===== config.mk =====
export PLATFORM = sky130hd
export DESIGN_NAME = tf_read_engine
export DESIGN_NICKNAME = d
export VERILOG_FILES = /design/src/core/tf_pkg.sv /design/src/core/tf_addr_if.sv /design/src/core/tf_addr_step.sv /design/src/core/tf_read_engine.sv
export SDC_FILE = /design/constraint.sdc
export NUM_CORES = 1
export LEC_CHECK = 0
export BUFFER_PORTS_ARGS = -buffer_cell sky130_fd_sc_hd__buf_2
export CORE_AREA = 2 2 121 123
export DETAILED_ROUTE_END_ITERATION = 6
export DIE_AREA = 0 0 123 125
export PLACE_DENSITY_LB_ADDON = 0.2
export SLEW_MARGIN = 30
export SYNTH_ARGS = -nofsm -noshare
export SYNTH_HDL_FRONTEND = slang
export SYNTH_SLANG_ARGS = --single-unit

===== constraint.sdc =====
create_clock -name core_clk -period 3 [get_ports core_clk]
set_clock_uncertainty 0.1 [all_clocks]
set_input_delay 0 -clock core_clk [delete_from_list [all_inputs] [get_ports core_clk]]
set_output_delay 0 -clock core_clk [all_outputs]
set_load 0.005 [all_outputs]

===== src/core/tf_pkg.sv =====
// package for the task-file read engine: offsets, fields, opcodes.
// assumes a byte-wide register bus whose addresses are the printed offsets.
package tf_pkg;
	localparam logic [9:0] OFF_FEAT  = 10'h1f1;
	localparam logic [9:0] OFF_COUNT = 10'h1f2;
	localparam logic [9:0] OFF_SECT  = 10'h1f3;
	localparam logic [9:0] OFF_CYLLO = 10'h1f4;
	localparam logic [9:0] OFF_CYLHI = 10'h1f5;
	localparam logic [9:0] OFF_SEL   = 10'h1f6;
	localparam logic [9:0] OFF_OPC   = 10'h1f7;
	// drive/head select fields
	localparam int SEL_LBA   = 6;
	localparam int SEL_DRIVE = 4;
	// condition_flags bit positions
	localparam int FLAG_BSY  = 7;
	localparam int FLAG_DRDY = 6;
	localparam int FLAG_DSC  = 4;
	localparam int FLAG_DRQ  = 3;
	localparam int FLAG_ERR  = 0;
	// fault_report codes
	localparam logic [7:0] FAULT_UNC       = 8'h40;
	localparam logic [7:0] FAULT_ABRT      = 8'h04;
	localparam logic [7:0] FAULT_DIAG_PASS = 8'h01;
	localparam logic [7:0] FAULT_NONE      = 8'h00;
	// opcodes; bit 0 of the read opcode is don't-care
	localparam logic [7:0] OPC_READ  = 8'h20;
	localparam logic [7:0] OPC_DIAG  = 8'h90;
	localparam logic [8:0] FULL_RUN  = 9'h100;
	localparam logic [7:0] SECT_BASE = 8'h01;
	// disk geometry, plain defaults
	localparam logic [7:0] GEO_SPT   = 8'h3f;
	localparam logic [3:0] GEO_HEADS = 4'hf;
	typedef enum logic [1:0] {
		TF_IDLE,
		TF_SEEK,
		TF_FETCH,
		TF_DRQ
	} tf_state_t;
endpackage


===== src/core/tf_addr_if.sv =====
// carries the current sector address and its successor between modules.
// assumes one stepper and one user on the same clock.
`timescale 1ns/1ps
`default_nettype none
interface tf_addr_if;
	logic        lba_mode;
	logic [3:0]  head;
	logic [15:0] cyl;
	logic [7:0]  sect;
	logic [3:0]  nxt_head;
	logic [15:0] nxt_cyl;
	logic [7:0]  nxt_sect;
	modport stepper (
		input  lba_mode,
		input  head,
		input  cyl,
		input  sect,
		output nxt_head,
		output nxt_cyl,
		output nxt_sect
	);
	modport user (
		output lba_mode,
		output head,
		output cyl,
		output sect,
		input  nxt_head,
		input  nxt_cyl,
		input  nxt_sect
	);
endinterface
`default_nettype wire


===== src/core/tf_addr_step.sv =====
// successor of a sector address, in block or geometric form.
// assumes sector numbers start at one and geometry comes from the package.
`timescale 1ns/1ps
`default_nettype none
module tf_addr_step (
	tf_addr_if.stepper a
);
	logic [27:0] lba_next;

	assign lba_next = {a.head, a.cyl, a.sect} + 28'h0000001;

	always_comb begin
		if (a.lba_mode) begin
			{a.nxt_head, a.nxt_cyl, a.nxt_sect} = lba_next;
		end else if (a.sect != tf_pkg::GEO_SPT) begin
			a.nxt_head = a.head;
			a.nxt_cyl  = a.cyl;
			a.nxt_sect = a.sect + 8'h01;
		end else if (a.head != tf_pkg::GEO_HEADS) begin
			a.nxt_head = a.head + 4'h1;
			a.nxt_cyl  = a.cyl;
			a.nxt_sect = tf_pkg::SECT_BASE;
		end else begin
			a.nxt_head = 4'h0;
			a.nxt_cyl  = a.cyl + 16'h0001;
			a.nxt_sect = tf_pkg::SECT_BASE;
		end
	end
endmodule
`default_nettype wire


===== src/core/tf_read_engine.sv =====
// task-file registers and read-sectors command engine of the drive.
// assumes host bus and media engine run on core_clk; the drive strap is a pin.
`timescale 1ns/1ps
`default_nettype none
// Overview of operation
// - opcodes 0x20 and 0x21 both start read-sectors; bit 0 ignored
// - sector count gives sectors to read; zero means 256
// - with block addressing: head nibble, cylinders, sector form address
// - head off the requested track: seek first, then read the sector
// - data request is raised before each sector, even a failed one
// - success leaves last sector address in registers and count zero
// - a failing sector ends the command; no further sectors are read
// - after a failure registers hold failing address and untransferred count
// - registers not needed by a command are ignored by it
// - drive-only commands honour the drive bit and ignore the head field
// - broadcast commands run on both drives whichever is addressed
module tf_read_engine (
	input  wire logic        core_clk,
	input  wire logic        rst_n,
	input  wire logic [9:0]  host_addr,
	input  wire logic        host_wr,
	input  wire logic        host_rd,
	input  wire logic [7:0]  host_wdata,
	output logic      [7:0]  host_rdata,
	input  wire logic        drive_strap,
	output logic             seek_req,
	output logic      [15:0] seek_cyl,
	input  wire logic        seek_done,
	output logic             read_req,
	output logic             read_lba_mode,
	output logic      [27:0] read_addr,
	input  wire logic        read_done,
	input  wire logic        read_err,
	output logic             data_req,
	input  wire logic        xfer_done
);
	tf_pkg::tf_state_t state;
	tf_pkg::tf_state_t next_state;
	logic [7:0]  feature_parameter;
	logic [7:0]  transfer_count;
	logic [7:0]  start_sector_index;
	logic [7:0]  cylinder_low_byte;
	logic [7:0]  cylinder_high_byte;
	logic [7:0]  drive_and_head_select;
	logic [7:0]  fault_report;
	logic        err_flag;
	logic        sec_err;
	logic [8:0]  remain;
	logic [15:0] track_pos;
	logic        strap_meta;
	logic        strap_sync;
	logic        busy;
	logic        may_write;
	logic        wr_opc;
	logic        selected;
	logic        start_read;
	logic        start_diag;
	logic        start_other;
	logic        sector_ok;
	logic        sector_bad;
	logic        last_ok;
	logic        step;
	logic        next_seek;
	logic [7:0]  flags;
	tf_addr_if   addr ();

	function automatic logic is_read(input logic [7:0] op);
		is_read = (op[7:1] == tf_pkg::OPC_READ[7:1]);
	endfunction

	assign addr.lba_mode = drive_and_head_select[tf_pkg::SEL_LBA];
	assign addr.head     = drive_and_head_select[3:0];
	assign addr.cyl      = {cylinder_high_byte, cylinder_low_byte};
	assign addr.sect     = start_sector_index;
	tf_addr_step u_step (
		.a (addr.stepper)
	);

	// strap is a pin: two flops before any use
	always_ff @(posedge core_clk or negedge rst_n) begin
		if (!rst_n) begin
			strap_meta <= 1'b0;
			strap_sync <= 1'b0;
		end else begin
			strap_meta <= drive_strap;
			strap_sync <= strap_meta;
		end
	end

	assign busy      = (state == tf_pkg::TF_SEEK)
		|| (state == tf_pkg::TF_FETCH);
	assign may_write = (state == tf_pkg::TF_IDLE);
	assign wr_opc    = host_wr && may_write && (host_addr == tf_pkg::OFF_OPC);
	assign selected  = (drive_and_head_select[tf_pkg::SEL_DRIVE] == strap_sync);
	assign start_read  = wr_opc && selected && is_read(host_wdata);
	assign start_diag  = wr_opc && (host_wdata == tf_pkg::OPC_DIAG);
	assign start_other = wr_opc && selected && !is_read(host_wdata)
		&& (host_wdata != tf_pkg::OPC_DIAG);
	assign sector_ok  = (state == tf_pkg::TF_DRQ) && xfer_done && !sec_err;
	assign sector_bad = (state == tf_pkg::TF_DRQ) && xfer_done && sec_err;
	assign last_ok    = sector_ok && (remain == 9'h001);
	assign step       = sector_ok && !last_ok;
	assign next_seek  = (addr.nxt_cyl != track_pos);

	always_comb begin
		next_state = state;
		case (state)
		tf_pkg::TF_IDLE: begin
			if (start_read && (addr.cyl != track_pos)) begin
				next_state = tf_pkg::TF_SEEK;
			end else if (start_read) begin
				next_state = tf_pkg::TF_FETCH;
			end
		end
		tf_pkg::TF_SEEK: begin
			if (seek_done) begin
				next_state = tf_pkg::TF_FETCH;
			end
		end
		tf_pkg::TF_FETCH: begin
			if (read_done) begin
				next_state = tf_pkg::TF_DRQ;
			end
		end
		default: begin
			if (sector_bad || last_ok) begin
				next_state = tf_pkg::TF_IDLE;
			end else if (step && next_seek) begin
				next_state = tf_pkg::TF_SEEK;
			end else if (step) begin
				next_state = tf_pkg::TF_FETCH;
			end
		end
		endcase
	end

	always_ff @(posedge core_clk or negedge rst_n) begin
		if (!rst_n) begin
			state <= tf_pkg::TF_IDLE;
		end else begin
			state <= next_state;
		end
	end

	// media strobes are one-cycle pulses on entry to a state
	always_ff @(posedge core_clk or negedge rst_n) begin
		if (!rst_n) begin
			seek_req <= 1'b0;
			read_req <= 1'b0;
			data_req <= 1'b0;
			sec_err  <= 1'b0;
		end else begin
			seek_req <= (next_state == tf_pkg::TF_SEEK)
				&& (state != tf_pkg::TF_SEEK);
			read_req <= (next_state == tf_pkg::TF_FETCH)
				&& (state != tf_pkg::TF_FETCH);
			data_req <= (next_state == tf_pkg::TF_DRQ);
			if (state == tf_pkg::TF_FETCH && read_done) begin
				sec_err <= read_err;
			end
		end
	end

	always_ff @(posedge core_clk or negedge rst_n) begin
		if (!rst_n) begin
			track_pos <= 16'h0000;
		end else if (state == tf_pkg::TF_SEEK && seek_done) begin
			track_pos <= addr.cyl;
		end
	end

	// task-file registers: host loads them only while idle
	always_ff @(posedge core_clk or negedge rst_n) begin
		if (!rst_n) begin
			feature_parameter     <= 8'h00;
			transfer_count        <= 8'h00;
			start_sector_index    <= tf_pkg::SECT_BASE;
			cylinder_low_byte     <= 8'h00;
			cylinder_high_byte    <= 8'h00;
			drive_and_head_select <= 8'h00;
		end else if (step) begin
			start_sector_index <= addr.nxt_sect;
			cylinder_low_byte  <= addr.nxt_cyl[7:0];
			cylinder_high_byte <= addr.nxt_cyl[15:8];
			drive_and_head_select[3:0] <= addr.nxt_head;
			transfer_count <= 8'(remain - 9'h001);
		end else if (last_ok) begin
			transfer_count <= 8'h00;
		end else if (host_wr && may_write) begin
			// feature value is kept but read never uses it
			if (host_addr == tf_pkg::OFF_FEAT) begin
				feature_parameter <= host_wdata;
			end else if (host_addr == tf_pkg::OFF_COUNT) begin
				transfer_count <= host_wdata;
			end else if (host_addr == tf_pkg::OFF_SECT) begin
				start_sector_index <= host_wdata;
			end else if (host_addr == tf_pkg::OFF_CYLLO) begin
				cylinder_low_byte <= host_wdata;
			end else if (host_addr == tf_pkg::OFF_CYLHI) begin
				cylinder_high_byte <= host_wdata;
			end else if (host_addr == tf_pkg::OFF_SEL) begin
				drive_and_head_select <= host_wdata;
			end
		end
	end

	always_ff @(posedge core_clk or negedge rst_n) begin
		if (!rst_n) begin
			remain <= 9'h000;
		end else if (start_read) begin
			remain <= (transfer_count == 8'h00) ? tf_pkg::FULL_RUN
				: {1'b0, transfer_count};
		end else if (step) begin
			remain <= remain - 9'h001;
		end
	end

	// on failure address and count stay as they were for that sector
	always_ff @(posedge core_clk or negedge rst_n) begin
		if (!rst_n) begin
			err_flag     <= 1'b0;
			fault_report <= tf_pkg::FAULT_NONE;
		end else if (sector_bad) begin
			err_flag     <= 1'b1;
			fault_report <= tf_pkg::FAULT_UNC;
		end else if (start_other) begin
			err_flag     <= 1'b1;
			fault_report <= tf_pkg::FAULT_ABRT;
		end else if (start_diag) begin
			err_flag     <= 1'b0;
			fault_report <= tf_pkg::FAULT_DIAG_PASS;
		end else if (start_read) begin
			err_flag     <= 1'b0;
			fault_report <= tf_pkg::FAULT_NONE;
		end
	end

	always_comb begin
		flags = 8'h00;
		flags[tf_pkg::FLAG_BSY]  = busy;
		flags[tf_pkg::FLAG_DRDY] = 1'b1;
		flags[tf_pkg::FLAG_DSC]  = (state != tf_pkg::TF_SEEK);
		flags[tf_pkg::FLAG_DRQ]  = data_req;
		flags[tf_pkg::FLAG_ERR]  = err_flag;
	end

	always_ff @(posedge core_clk or negedge rst_n) begin
		if (!rst_n) begin
			host_rdata <= 8'h00;
		end else if (host_rd) begin
			if (host_addr == tf_pkg::OFF_FEAT) begin
				host_rdata <= fault_report;
			end else if (host_addr == tf_pkg::OFF_COUNT) begin
				host_rdata <= transfer_count;
			end else if (host_addr == tf_pkg::OFF_SECT) begin
				host_rdata <= start_sector_index;
			end else if (host_addr == tf_pkg::OFF_CYLLO) begin
				host_rdata <= cylinder_low_byte;
			end else if (host_addr == tf_pkg::OFF_CYLHI) begin
				host_rdata <= cylinder_high_byte;
			end else if (host_addr == tf_pkg::OFF_SEL) begin
				host_rdata <= drive_and_head_select;
			end else if (host_addr == tf_pkg::OFF_OPC) begin
				host_rdata <= flags;
			end else begin
				host_rdata <= 8'h00;
			end
		end
	end

	always_ff @(posedge core_clk or negedge rst_n) begin
		if (!rst_n) begin
			seek_cyl      <= 16'h0000;
			read_lba_mode <= 1'b0;
			read_addr     <= 28'h0000000;
		end else begin
			seek_cyl      <= (state == tf_pkg::TF_DRQ) ? addr.nxt_cyl
				: addr.cyl;
			read_lba_mode <= addr.lba_mode;
			read_addr     <= (state == tf_pkg::TF_DRQ)
				? {addr.nxt_head, addr.nxt_cyl, addr.nxt_sect}
				: {addr.head, addr.cyl, addr.sect};
		end
	end
endmodule
`default_nettype wire


==> metrics <==
DR iter-0 viols=707; gpl congestion=1.05; row count=44; ys async rst share=100%; Clock Latency Late Sink=0.43 ns; most frequent cells in the layout=dfrtp_1 (113), nor2_1 (82), buf_2 (81); DP HPWL=16.3 mm; clk buf depth=2; final hold viol count=0; initial core utilization=48.6%; clock slew at reported path FFs=0.06 ns; Mapped Nets=815; Post-Syn Instances=777; Synth top area share=41.0%; antenna viol nets, final=0; postcts setup bufs=0; Root Driver=clkbuf_16; I/O Buffers=82; DRT Pass-1 Iters=7; final WL=22.5 mm; leakage=0.00357 uW; clk sinks=114; largest net degree at the start of global routing=64; die width=123 microns; startpoint class of the critical path=register; DR vias/cell=6.03; synth warn=0; Psw=3310 uW; GR Overflow Total=0; Logic pwr share=41.9%; Slew Limit Fails=0; crit end category=register; fin crit period=2.87 ns; Max Freq=348 MHz; most common cell after layout, fill and taps aside=dfrtp_1; Main synth FF type=dfrtp_1; CTS tree=done; total number of vias=6582; HP Class=in -> reg; I/O Pins=83; Setup Total Neg Slack=0 ns; vias in the first global route=6408; nets=932; CP Class=reg -> reg; maximum vdd drop=0.550 mV; Reg area=2850 sq um; period utilization=95.7%; # setup viols final=0; post-synthesis sequential area ratio=41.4%; first-pass GRT wire length=35.6 mm; area of the multi-input gates=3710 sq um; EDFF count, synth=0; sequential power share=32.8%; RSZ-0062 raised after global routing=no; initial antenna violation count=0; Area contributors post-synth=dfrtp_1 (41%), xnor2_1 (5.8%), a21oi_1 (4.9%); # H-tree levels=4; ant diodes=0; Tot Pwr=8170 uW; die area=15400 sq um; MaxCap Viol Count=0; largest area contributor in the synthesized netlist=dfrtp_1; post-DR wirelength/cell=20.7 microns; crit-path max FO=7; core area=14200 sq um; number of fillers in the final layout=1260; Int Power=4860 uW; Syn Area/Cell=8.88 sq um; Num CTS Buffers=17; Worst EP required=3.20 ns; switching part of the total=40.5%; layout cells sized above 1=24.3%; Slew @ Worst Pin=0.912 ns; P&R area growth vs syn=23.8%; die height=125 microns; pwr dens=957 nW/um^2; Yosys reg bits=114; Yosys cell types=75; DRC=0; Rel. slew slack=39.1%; Arrival @ worst endpoint=3.07 ns; status=finished, final reports clean; Clock Power Share=25.3%; post-synth design cell area=6900 sq um; Overall Global Routing Usage=30.6%
## layer usage
layer	vias up	share of wire [%]	global-route usage, %
li1	3022	-	-
met1	3175	42	41.9
met2	317	46	46.4
met3	68	8.3	6.98
met4	0	3.6	13.6
met5	-	0	0
## what timing repair did
action / CTS / global route
hold buffers: 18 / 0
hold endpoints to repair: 98 / 0
endpoints found under the setup margin: 0 / 4
gates resized for setup: 0 / 8
## path summary, 6_finish.rpt
check | cells after the start | slack [ns] | end | startpoint
worst max-delay path | 9 | 0.13 | seek_req$_DFF_PN0_ | addr.sect[0]$_DFFE_PN1P_
min in group asynchronous | 2 | 0.06 | read_addr[13]$_DFF_PN0_ | rst_n
worst min register to register | 0 | 0.25 | strap_sync$_DFF_PN0_ | strap_meta$_DFF_PN0_
worst max register to register | 9 | 0.13 | seek_req$_DFF_PN0_ | addr.sect[0]$_DFFE_PN1P_
worst min-delay path | 5 | 0.03 | host_rdata[0]$_DFFE_PN0P_ | host_addr[1]
max in group asynchronous | 3 | 1.93 | addr.sect[0]$_DFFE_PN1P_ | rst_n
## cells in the mapped netlist, types with 12 or more instances
library cell	instances
a22oi_1	15
a21oi_1	67
nor4_1	12
nand3_1	33
xor2_1	15
inv_1	20
o21ai_0	39
dfrtp_1	113
nand4_1	19
nand2_1	77
mux2_2	20
clkbuf_1	35
nor3_1	17
nor2_1	82
xnor2_1	46
buf_4	16
## flip-flops by register name, summed over array words and instances, names as in the netlist
register	count
fault_report	3
state	2
err_flag	1
remain	9
transfer_count	8
host_rdata	8
read_lba_mode	1
read_req	1
strap_meta	1
track_pos	16
drive_and_head_select	8
cylinder_high_byte	8
addr.sect	8
seek_req	1
data_req	1
strap_sync	1
sec_err	1
read_addr	28
cylinder_low_byte	8
## metrics by stage
step / hold slack (ns) / util (%) / setup WS (ns) / instance area [sq um] / std cells
after floorplan: -0.396 / - / 0.137 / 6900 / 777
after global placement: -0.0267 / 54.3 / 0.133 / 7720 / 1041
after detailed placement: -0.0100 / 54.3 / 0.0703 / 7720 / 1041
after CTS: 0.00504 / 59.8 / 0.0488 / 8500 / 1091
after global routing: 0.0568 / 60.1 / 0.0379 / 8540 / 1091
final: 0.0254 / 60.1 / 0.129 / 8540 / 1091
## kinds of logic after synthesis
| logic type | count (synthesis) | share of synthesized area, % |
|---|---|---|
| flip-flops | 114 | 41.4 |
| adder cells (fa/ha/maj) | 11 | 2.00 |
| AO/OA/AOI/OAI | 182 | 16.8 |
| XOR/XNOR | 61 | 7.75 |
| multiplexers | 24 | 3.85 |
| AND/OR/NAND/NOR | 302 | 22.6 |
| buffers and inverters | 83 | 5.61 |
## worst max-delay path: stages, from the launching register on
cell       delay, ns
dfstp_2         0.59
ha_1            0.19
and3_1          0.25
nand3_4         0.19
nor4_4          0.33
nand3b_1        0.12
a2111oi_1       0.41
buf_4           0.18
and4_1          0.30
nor4_2          0.07
## layout make-up
class                           count  area share [%]
Inverter                           20           0.879
Tap cell                          184            2.70
Clock buffer                       19            5.19
Timing Repair Buffer              161            12.5
Multi-Input combinational cell    580            43.5
Clock inverter                     13            1.88
Sequential cell                   114            33.4
## power by group through the flow
stage               clock (uW)  sequential [uW]  combinational, uW
floorplan                    0             2440               2280
global placement             0             2670               3290
detailed placement           0             2690               3310
CTS                       2090             2670               3360
global route              2160             2750               3750
finish                    2060             2680               3430
(Power assumes the default switching activity.)
